**config.mk**
```make
export PLATFORM = sky130hd
export DESIGN_NAME = pwm_output_stage
export DESIGN_NICKNAME = d
export VERILOG_FILES = /design/src/pwm_out_pkg.sv /design/src/pwm_deadband.sv /design/src/pwm_event_select.sv /design/src/pwm_output_stage.sv
export VERILOG_INCLUDE_DIRS = /design/src /design/src/src
export SDC_FILE = /design/constraint.sdc
export NUM_CORES = 1
export LEC_CHECK = 0
export ABC_AREA = 1
export BUFFER_PORTS_ARGS = -buffer_cell sky130_fd_sc_hd__buf_2
export CORE_MARGIN = 10
export CORE_UTILIZATION = 50
export DETAILED_ROUTE_END_ITERATION = 10
export MAX_ROUTING_LAYER = met4
export PLACE_DENSITY = 0.76
export SYNTH_ARGS = -nofsm -noshare
export SYNTH_HDL_FRONTEND = slang
export SYNTH_HIERARCHICAL = 1
export SYNTH_SLANG_ARGS = --single-unit
```
**constraint.sdc**
```tcl
create_clock -name clk -period 3.15 [get_ports clk]
set_input_delay 0.1575 -clock clk [delete_from_list [all_inputs] [get_ports clk]]
set_output_delay 0.1575 -clock clk [all_outputs]
set_load 0.005 [all_outputs]
```
**src/pwm_out_consts.svh**
```systemverilog
// bit positions, field values and reset values of the pwm output stage
`ifndef PWM_OUT_CONSTS_SVH
`define PWM_OUT_CONSTS_SVH

// main control register fields
`define CTL_EN_BIT      7
`define CTL_LD_BIT      6
`define CTL_RDB_BIT     5
`define CTL_FDB_BIT     4
`define CTL_MODE_MSB    3
`define CTL_MODE_LSB    0

// mode field codes
`define MODE_SINGLE     4'h0
`define MODE_COMPL      4'h1
`define MODE_PUSHPULL   4'h2

// event source select bits
`define SRC_TB_BIT      0
`define SRC_PIN_BIT     1

// output bit positions
`define OUT_A           0
`define OUT_B           1
`define OUT_C           2
`define OUT_D           3
`define OUT_E           4
`define OUT_F           5

// reset values
`define RST_BYTE        8'h00
`define RST_OUT6        6'h00
`define RST_MODE        4'h0

`endif

```
**src/pwm_out_pkg.sv**
```systemverilog
// types shared by the pwm output stage modules
`default_nettype none
package pwm_out_pkg;

   typedef struct packed {
      logic       en;
      logic       rdb_en;
      logic       fdb_en;
      logic [3:0] mode;
   } ctl_s;

   typedef struct packed {
      logic [7:0] cnt;
      logic       busy;
      logic       done;
   } db_s;

   typedef struct packed {
      ctl_s       ctl;
      logic [5:0] steer_act;
      logic [7:0] dbr_act;
      logic [7:0] dbf_act;
      logic       load_pend;
      logic       prim;
      logic       comp;
      logic       pp_a;
      logic       pp_b;
      logic       pp_odd;
      logic       first_per;
      logic       sync1;
      logic       sync2;
      logic       ext_prev;
      logic [5:0] pin_out;
      logic [5:0] pin_oe;
   } stage_s;

endpackage
`default_nettype wire

```
**src/pwm_deadband.sv**
```systemverilog
// dead band counter: done pulses len cycles after start
`timescale 1ns/1ps
`default_nettype none
`include "pwm_out_consts.svh"

module pwm_deadband (
   // clock and reset
   input  wire logic       clk,
   input  wire logic       rst_n,
   // control
   input  wire logic       start,
   input  wire logic       cancel,
   input  wire logic [7:0] len,
   // status
   output logic            done,
   output logic            busy
);

   pwm_out_pkg::db_s st;
   pwm_out_pkg::db_s next_st;

   always_comb begin
      next_st = st;
      next_st.done = 1'b0;
      if (st.busy) begin
         next_st.cnt = st.cnt - 8'h01;
         if (st.cnt == 8'h01) begin
            next_st.busy = 1'b0;
            next_st.done = 1'b1;
         end
      end
      if (start) begin
         next_st.cnt = len;
         next_st.busy = (len != 8'h00);
         next_st.done = 1'b0;
      end else if (cancel) begin
         next_st.busy = 1'b0;
         next_st.done = 1'b0;
      end
   end

   always_ff @(posedge clk or negedge rst_n) begin
      if (!rst_n) begin
         st <= '0;
      end else begin
         st <= next_st;
      end
   end

   assign done = st.done;
   assign busy = st.busy;

endmodule
`default_nettype wire

```
**src/pwm_event_select.sv**
```systemverilog
// ors the time base event and the synchronised pin edge, each gated by its select bit
`timescale 1ns/1ps
`default_nettype none
`include "pwm_out_consts.svh"

module pwm_event_select (
   // sources
   input  wire logic       tb_evt,
   input  wire logic       pin_evt,
   // selection
   input  wire logic [7:0] source_sel,
   // result
   output logic            evt
);

   assign evt = (source_sel[`SRC_TB_BIT] & tb_evt) | (source_sel[`SRC_PIN_BIT] & pin_evt);

endmodule
`default_nettype wire

```
**src/pwm_output_stage.sv**
```systemverilog
// pwm output stage: event to pin waveform shaping for six outputs
//
// Functional notes
// each output pin has its own enable
// disabled output: pin not driven at all
// enabled output carries the pwm waveform
// steerable modes drive only steered outputs
// enabled but unsteered output holds inactive level
// steering honoured only in steerable modes
// per output polarity inverts active level
// waveforms come only from period/rise/fall events
// mode field sits in main control register
// enable plus load write copies buffers immediately
// codes select single, push-pull, complementary with deadbands
// bit 0 is output a, bit 1 output b
// each event source independently selectable
// single mode: no dead band, identical waveforms
// single: rise sets active, fall sets inactive
// complementary: primary and opposite complementary waveform
// primary on a,c,e; complementary on b,d
// rise: complement off, dead band, primary on
// fall: primary off, dead band, complement on
// rise and fall dead bands set independently
// push-pull alternates a and b, fixed pins
// odd periods drive a, even periods drive b
// all timing runs on the module clock
// buffers load on first period after load
// push-pull phase toggles; first period is odd
// disabled module: enabled outputs sit inactive
`timescale 1ns/1ps
`default_nettype none
`include "pwm_out_consts.svh"

module pwm_output_stage (
   // clock and reset
   input  wire logic       clk,
   input  wire logic       rst_n,
   // main control register write
   input  wire logic       ctrl_wr,
   input  wire logic [7:0] main_control_reg,
   // per output configuration
   input  wire logic [5:0] output_enable_reg,
   input  wire logic [5:0] output_steering_reg,
   input  wire logic [5:0] output_polarity_reg,
   input  wire logic [7:0] rise_deadband_reg,
   input  wire logic [7:0] fall_deadband_reg,
   // event source selection
   input  wire logic [7:0] period_source_reg,
   input  wire logic [7:0] rise_source_reg,
   input  wire logic [7:0] fall_source_reg,
   // events from the time base
   input  wire logic       tb_period,
   input  wire logic       tb_rise,
   input  wire logic       tb_fall,
   // asynchronous event pin
   input  wire logic       event_pin,
   // output pins
   output logic [5:0]      pwm_out,
   output logic [5:0]      pwm_oe,
   // status
   output logic            module_enabled,
   output logic            load_pending,
   output logic            pushpull_odd
);

   //------------------------------------------------------------
   // state
   //------------------------------------------------------------
   pwm_out_pkg::stage_s st;
   pwm_out_pkg::stage_s next_st;

   logic       pin_evt;
   logic       period_evt;
   logic       rise_evt;
   logic       fall_evt;
   logic       rdb_start;
   logic       fdb_start;
   logic       rdb_done;
   logic       fdb_done;
   logic       rdb_busy;
   logic       fdb_busy;
   logic       en_now;
   logic [5:0] wave;

   //------------------------------------------------------------
   // event sources
   //------------------------------------------------------------
   assign pin_evt = st.sync2 & ~st.ext_prev;

   pwm_event_select u_sel_period (
      .tb_evt     (tb_period),
      .pin_evt    (pin_evt),
      .source_sel (period_source_reg),
      .evt        (period_evt)
   );

   pwm_event_select u_sel_rise (
      .tb_evt     (tb_rise),
      .pin_evt    (pin_evt),
      .source_sel (rise_source_reg),
      .evt        (rise_evt)
   );

   pwm_event_select u_sel_fall (
      .tb_evt     (tb_fall),
      .pin_evt    (pin_evt),
      .source_sel (fall_source_reg),
      .evt        (fall_evt)
   );

   //------------------------------------------------------------
   // dead band counters
   //------------------------------------------------------------
   pwm_deadband u_db_rise (
      .clk    (clk),
      .rst_n  (rst_n),
      .start  (rdb_start),
      .cancel (fall_evt),
      .len    (st.dbr_act),
      .done   (rdb_done),
      .busy   (rdb_busy)
   );

   pwm_deadband u_db_fall (
      .clk    (clk),
      .rst_n  (rst_n),
      .start  (fdb_start),
      .cancel (rise_evt),
      .len    (st.dbf_act),
      .done   (fdb_done),
      .busy   (fdb_busy)
   );

   //------------------------------------------------------------
   // logical waveform to pin mapping
   //------------------------------------------------------------
   function automatic logic [5:0] map_waves(
      input logic [3:0] mode,
      input logic       prim,
      input logic       comp,
      input logic       pa,
      input logic       pb,
      input logic [5:0] steer
   );
      logic [5:0] w;
      w = 6'h00;
      case (mode)
         `MODE_SINGLE: begin
            w = {6{prim}} & steer;
         end
         `MODE_COMPL: begin
            w[`OUT_A] = prim & steer[`OUT_A];
            w[`OUT_B] = comp & steer[`OUT_B];
            w[`OUT_C] = prim & steer[`OUT_C];
            w[`OUT_D] = comp & steer[`OUT_D];
            w[`OUT_E] = prim & steer[`OUT_E];
         end
         `MODE_PUSHPULL: begin
            w[`OUT_A] = pa;
            w[`OUT_B] = pb;
         end
         default: begin
            w = 6'h00;
         end
      endcase
      return w;
   endfunction

   assign en_now = main_control_reg[`CTL_EN_BIT];

   //------------------------------------------------------------
   // next state
   //------------------------------------------------------------
   always_comb begin
      next_st = st;
      rdb_start = 1'b0;
      fdb_start = 1'b0;
      // event pin synchroniser and edge history
      next_st.sync1 = event_pin;
      next_st.sync2 = st.sync1;
      next_st.ext_prev = st.sync2;

      if (ctrl_wr) begin
         next_st.ctl.en = en_now;
         next_st.ctl.rdb_en = main_control_reg[`CTL_RDB_BIT];
         next_st.ctl.fdb_en = main_control_reg[`CTL_FDB_BIT];
         next_st.ctl.mode = main_control_reg[`CTL_MODE_MSB:`CTL_MODE_LSB];
         if (en_now && !st.ctl.en) begin
            next_st.pp_odd = 1'b1;
            next_st.first_per = 1'b1;
         end
         if (main_control_reg[`CTL_LD_BIT]) begin
            if (en_now && !st.ctl.en) begin
               next_st.steer_act = output_steering_reg;
               next_st.dbr_act = rise_deadband_reg;
               next_st.dbf_act = fall_deadband_reg;
               next_st.load_pend = 1'b0;
            end else begin
               next_st.load_pend = 1'b1;
            end
         end
      end

      if (!st.ctl.en) begin
         next_st.prim = 1'b0;
         next_st.comp = 1'b0;
         next_st.pp_a = 1'b0;
         next_st.pp_b = 1'b0;
      end else begin
         if (period_evt) begin
            if (st.load_pend && !(ctrl_wr && main_control_reg[`CTL_LD_BIT])) begin
               next_st.steer_act = output_steering_reg;
               next_st.dbr_act = rise_deadband_reg;
               next_st.dbf_act = fall_deadband_reg;
               next_st.load_pend = 1'b0;
            end
            if (st.first_per) begin
               next_st.first_per = 1'b0;
            end else begin
               next_st.pp_odd = ~st.pp_odd;
            end
         end
         case (st.ctl.mode)
            `MODE_SINGLE: begin
               if (rise_evt) begin
                  next_st.prim = 1'b1;
               end
               if (fall_evt) begin
                  next_st.prim = 1'b0;
               end
            end
            `MODE_COMPL: begin
               if (rdb_done) begin
                  next_st.prim = 1'b1;
               end
               if (fdb_done) begin
                  next_st.comp = 1'b1;
               end
               if (rise_evt) begin
                  next_st.comp = 1'b0;
                  // a fall in the same cycle wins: no rise dead band then
                  if (st.ctl.rdb_en && st.dbr_act != 8'h00 && !fall_evt) begin
                     rdb_start = 1'b1;
                  end else begin
                     next_st.prim = 1'b1;
                  end
               end
               if (fall_evt) begin
                  next_st.prim = 1'b0;
                  if (st.ctl.fdb_en && st.dbf_act != 8'h00) begin
                     fdb_start = 1'b1;
                  end else begin
                     next_st.comp = 1'b1;
                  end
               end
            end
            `MODE_PUSHPULL: begin
               if (rise_evt) begin
                  if (st.pp_odd) begin
                     next_st.pp_a = 1'b1;
                  end else begin
                     next_st.pp_b = 1'b1;
                  end
               end
               if (fall_evt) begin
                  if (st.pp_odd) begin
                     next_st.pp_a = 1'b0;
                  end else begin
                     next_st.pp_b = 1'b0;
                  end
               end
            end
            default: begin
               next_st.prim = 1'b0;
            end
         endcase
      end

      // pin drive: enable gates, polarity flips the active level
      wave = map_waves(st.ctl.mode, st.prim, st.comp, st.pp_a, st.pp_b, st.steer_act);
      next_st.pin_oe = output_enable_reg;
      next_st.pin_out = ((wave & {6{st.ctl.en}}) ^ output_polarity_reg)
                        & output_enable_reg;
   end

   //------------------------------------------------------------
   // registers, all on the module clock
   //------------------------------------------------------------
   always_ff @(posedge clk or negedge rst_n) begin
      if (!rst_n) begin
         st <= '0;
      end else begin
         st <= next_st;
      end
   end

   assign pwm_out = st.pin_out;
   assign pwm_oe = st.pin_oe;
   assign module_enabled = st.ctl.en;
   assign load_pending = st.load_pend;
   assign pushpull_odd = st.pp_odd;
endmodule
`default_nettype wire

```
# Word-level counts from Yosys, hierarchy flattened

Cells that the tools add are included.

Register bits after elaboration: 71
Bits of input ports: 73
Output and inout port bits: 15
Logic and storage cells: 123

$add $sub $neg: 2
Equal/unequal tests: 8
Multiplexer cells: 52
Bitwise gates (word level): 21
Reduce and logical (&&, ||, !) cells: 15

Operator list:

| kind                                                 | count |
|---|---|
| 2-to-1 mux 23 bit                                    | 5 |
| 2-to-1 mux 2 bit                                     | 15 |
| 2-to-1 mux 1 bit                                     | 23 |
| 2-to-1 mux 22 bit                                    | 1 |
| 2-to-1 mux 10 bit                                    | 2 |
| bitwise AND 6 bit                                    | 3 |
| equality test 8 x 1 -> 1 bit (second input constant) | 2 |
| 2-to-1 mux 8 bit                                     | 2 |
| nonzero test 8 bit                                   | 2 |
| subtractor 8 x 1 -> 8 bit (second input constant)    | 2 |
| bitwise AND 1 bit                                    | 12 |
| logical AND 1 bit                                    | 6 |
| case mux 2 bit (3 select lines)                      | 1 |
| case mux 3 bit (2 select lines)                      | 1 |
| XOR 6 bit                                            | 1 |
| equality test 4 x 1 -> 1 bit (second input constant) | 1 |
| equality test 4 x 2 -> 1 bit (second input constant) | 1 |
| logical NOT 4 bit                                    | 1 |
| 2-to-1 mux 4 bit                                     | 1 |
| != test 2 x 1 -> 1 bit (second input constant)       | 2 |
| != test 4 bit (second input constant)                | 1 |
| nonzero test 2 bit                                   | 2 |
| logical NOT 1 bit                                    | 3 |
| OR 1 bit                                             | 3 |
| 4 further kinds                                      | 5 |

# Logic depth before layout (Yosys ltp)

Depth in word-level cells: 12
Gate-level depth with buffers: 12
Mapped depth without buffers: 12

# Cells and area by module

Netlist, hierarchy kept.

By module, submodules not included:

| module           | times used | cells an instance | area each (µm²) | sequential area each (µm²) |
|---|---|---|---|---|
| pwm_output_stage | 1          | 230               | 2,280.9         | 1,276.2 |
| pwm_deadband     | 2          | 86                | 613.1           | 250.2 |
| pwm_event_select | 3          | 3                 | 11.3            | 0.0 |

# Least setup slack after synthesis

Ideal clock, no wire load.

Path type: reg2reg
Start point: register st[47] (netlist name)
End point: register u_db_fall/st[9] (netlist name)
Library setup time: 0.121 ns
Data arrival time: 1.513 ns
Required time: 3.029 ns
Path slack: 1.516 ns
Cell stages (with the launch flop): 10
Clock period less this slack: 1.634 ns
Path through: dfrtp_1 nor2_2 nand2_1 inv_1 nand2_1 nor3_1 buf_2 nor2_2 a22oi_1 nand2_1

Longest elaborated chain between the ends: 4

Ends and longest elaborated chain:

| item                                                   | RTL line                | source |
|---|---|---|
| start, declared                                        | pwm_output_stage.sv:69  | `pwm_out_pkg::stage_s st;` |
| start signal, assigned                                 | pwm_output_stage.sv:293 | `st <= next_st;` |
| equality test 4 x 1 -> 1 bit (*)                       | pwm_output_stage.sv:223 | `case (st.ctl.mode)` |
| 2-to-1 mux 1 bit (*)                                   | pwm_output_stage.sv:223 |  |
| 2-to-1 mux 1 bit (*)                                   | pwm_output_stage.sv:204 | `if (!st.ctl.en) begin` |
| via fdb_start                                          | pwm_output_stage.sv:77  | `logic fdb_start;` |
| 2-to-1 mux 8 bit or nonzero test 2 bit (tied branches) | --                      |  |
| end signal, assigned                                   | pwm_deadband.sv:46      | `st <= next_st;` |
| end, declared                                          | pwm_deadband.sv:19      | `pwm_out_pkg::db_s st;` |

The timed path passes the listed nets; every way through them passes the cells marked *.
A chain may end at the register's enable or synchronous reset.

# Final worst setup path

Start point: register st[47] (netlist name)
End point: register u_db_fall/st[4] (netlist name)

The elaborated chain is that of the path after synthesis.

==> summary.txt <==
Run status
  • Run status: completed

Critical path
  • Setup crit start: st[47]
  • Worst setup path endpoint: u_db_fall/st[4]
  • WS Path Type: reg -> reg
  • R2R Setup Slk: between 1000 and 1500 ps
  • Worst reg2reg path depth: 11
  • RR Startpoint: st[47]
  • Critical Path End Type: flop
  • Critical Path Fanout Max: 11
  • Worst r2r dst: u_db_fall/st[4]
  • Crit path arrival time: 2240 ps
  • CP startpoint kind: flop
  • WP data required: around 3400 ps

Place
  • Placed cell count: ~560
  • Post-DP HPWL: around 6000 microns
  • Gpl congestion: 0.894
  • I/O Buffers: 69

Yosys
  • Yosys warns: 6
  • Yosys top cell area share: about half
  • Post-synthesis sequential area ratio: roughly half
  • Async S/R FF share, synth: 100%
  • Number of library cell types mapped by synthesis: 26
  • Commonest cells in the netlist: nand2_1, dfrtp_1, nor2_1
  • Top-count cell post-synth: nand2_1
  • Mapped Cells: around 400
  • Mapped Nets: just under 500
  • Post-synth top area cell: dfrtp_1
  • Mapped Area: 3540 sq um
  • Synthesis-stage register bit count: 71
  • Synth area leaders: dfrtp_1, nand2_1, nor2_1, nand3_1, inv_1
  • Synthesized area per cell: roughly 8.6 sq um
  • Post-synth EDFFs: 0
  • Post-synth top flop: dfrtp_1

Drt
  • Met2 WL: slightly below 4000 microns
  • Met1 WL: 3660 microns
  • Metal3 WL: 395 microns
  • Detailed-route DRC error count: 0
  • Wire length per cell: ~14 microns
  • Via/cell ratio: 4.96
  • Top Layer Used: met4
  • Number of nets with antenna violations after detailed routing: 0
  • First drt pass iteration count: 4
  • Vias: 2919
  • Final wirelength: between 8000 and 9000 microns
  • DRC marker count from the first detailed-route iteration: ~140

Power
  • P per Cell Area: between 600 and 700 nW/um^2
  • VDD IR-drop max: slightly below 0.4 mV
  • Leak Pwr: approximately 2.2 nW

Finish
  • Final Non-Filler Cells: between 500 and 600
  • Diodes inserted: 0
  • Fill cells: between 600 and 700
  • Final #Nets: between 500 and 600
  • Ratio of cells with drive above 1 in the final layout: between 20% and 30%
  • Area growth from synthesis to layout: 18.7%

Global routing
  • Largest net degree at the start of global routing: 35
  • First-pass GRT wire length: 13700 microns
  • Initial antenna violation count: 0
  • Grt ovf: 0
  • Vias in the first global route: between 2000 and 3000
  • Overall routing resource usage: between 15 and 20%

Clocking
  • CTS max path bufs: 2
  • CTS clk-pin slew, worst paths: about 80 ps
  • TritonCTS buffer count: 9
  • Max H-tree Level: 3
  • CTS Sinks: just over 70
  • Clock root cell: clkbuf_8
  • Later-pin clock latency in the skew report: ~340 ps
  • TritonCTS clock tree: built

Timing
  • Period utilization: between 60 and 70%
  • Final Hold Viols: 0
  • Max Transition Viols Final: 0
  • Max transition margin: between 40% and 50%
  • Setup TNS: 0 ps
  • Fmax: between 400 and 500 MHz
  • Actual slew at the worst max-slew pin: 754 ps
  • Tmin final: approximately 2000 ps
  • Fin Hold WS: ~40 ps
  • Setup Skew: about 11 ps
  • Final setup viols: 0
  • RSZ-0062 raised after global routing: false

Floorplan
  • Row cnt: 30
  • Die area: 10800 sq um
  • Starting Density: between 50 and 60%
  • I/O pins: a little under 90
  • Core Region: 6830 sq um
  • Die width: approximately 100 microns
  • Die height: between 100 and 150 microns

Job
  • Max cap viols: 0

Worst hold path
  • Min-delay src: main_control_reg[1]
  • HP Class: in -> reg
cell families (layout without fill, tap and decap cells):
family | Yosys count | count (layout) | synth area share, %
buffers and inverters | 74 | 155 | 9.75
multiplexers | 14 | 14 | 5.19
flip-flops | 71 | 71 | 50.2
adder cells (fa/ha/maj) | 4 | 4 | 1.41
AO/OA/AOI/OAI | 55 | 55 | 9.86
AND/OR/NAND/NOR | 193 | 193 | 23.6
where the power goes:
group	switching (mW)	total, mW	internal [mW]
clock network	0.355	0.721	0.367
registers	0.188	1.28	1.09
logic	0.453	0.781	0.328
total	0.996	2.78	1.79
cell type report:
cell class	count	area (sq um)	share of cell area, %
Clock buffer	9	124	2.95
Clock inverter	7	72.6	1.73
Inverter	55	206	4.91
Multi-Input combinational cell	266	1420	33.7
Sequential cell	71	1780	42.3
Tap cell	96	120	2.86
Timing Repair Buffer	84	485	11.5
placed cells by master, fill, tap and decap left out, drive strengths merged:
| cell type | Yosys | routed |
|---|---|---|
| clkbuf | 1 | 9 |
| dfrtp | 71 | 71 |
| nand4 | 9 | 9 |
| mux2 | 14 | 14 |
| nor2 | 58 | 58 |
| bufinv | 0 | 1 |
| nand3 | 38 | 38 |
| nor3 | 3 | 3 |
| o211ai | 4 | 4 |
| inv | 55 | 56 |
| a21oi | 20 | 20 |
| o22ai | 1 | 1 |
| clkinvlp | 0 | 2 |
| nand2 | 85 | 85 |
| a22oi | 10 | 10 |
| o21ai | 20 | 20 |
| dlygate4sd3 | 0 | 11 |
| buf | 18 | 73 |
| ha | 4 | 4 |
| clkinv | 0 | 3 |
how the worst min path moves through the flow:
stage / end / depth (start not counted)
floorplan: load_pending / 0
global placement: st[24] / 1
detailed placement: st[24] / 1
CTS: st[44] / 3
global route: st[38] / 2
finish: st[45] / 3
per-layer routing:
metal	vias up	track usage, %
met4	0	5.67
met5	-	-
met1	1351	18.4
met3	8	3.22
met2	89	25.1
li1	1471	-
registers in the layout (all words and copies together) (netlist names), 2 cells and up:
| register | cells |
|---|---|
| st | 34 |
| pwm_oe | 6 |
| u_db_fall/st | 8 |
| pwm_out | 6 |
| next_st | 2 |
| u_db_rise/st | 8 |
critical path, cell delays in order (launching register included):
cell and delay (ps):
dfrtp_1 390, nor2_2 270, nand2_1 150, inv_1 120, nand2_1 80, nor3_1 180
buf_4 220, inv_1 70, nand2_1 150, inv_2 90, o21ai_1 90, nand3_1 80
per-stage QoR:
step | instance area, sq um | util, % | setup WS (ps) | power (mW)
after CTS | 4200 | 61.5 | 1130 | 2.81
after detailed placement | 3900 | 57.1 | 1160 | 2.06
after global routing | 4200 | 61.5 | 953 | 3.00
after floorplan | 3540 | - | 1520 | 1.85
final | 4200 | 61.5 | 1130 | 2.78
after global placement | 3900 | 57.1 | 1170 | 2.03
what timing repair did:
action,4_1_cts,5_1_grt
endpoints found under the hold margin,42,0
setup buffers,0,0
hold buffers,11,0
setup endpoints to repair,0,0
gates resized for setup,0,0
Note: power is estimated with default switching activity, not from simulation.
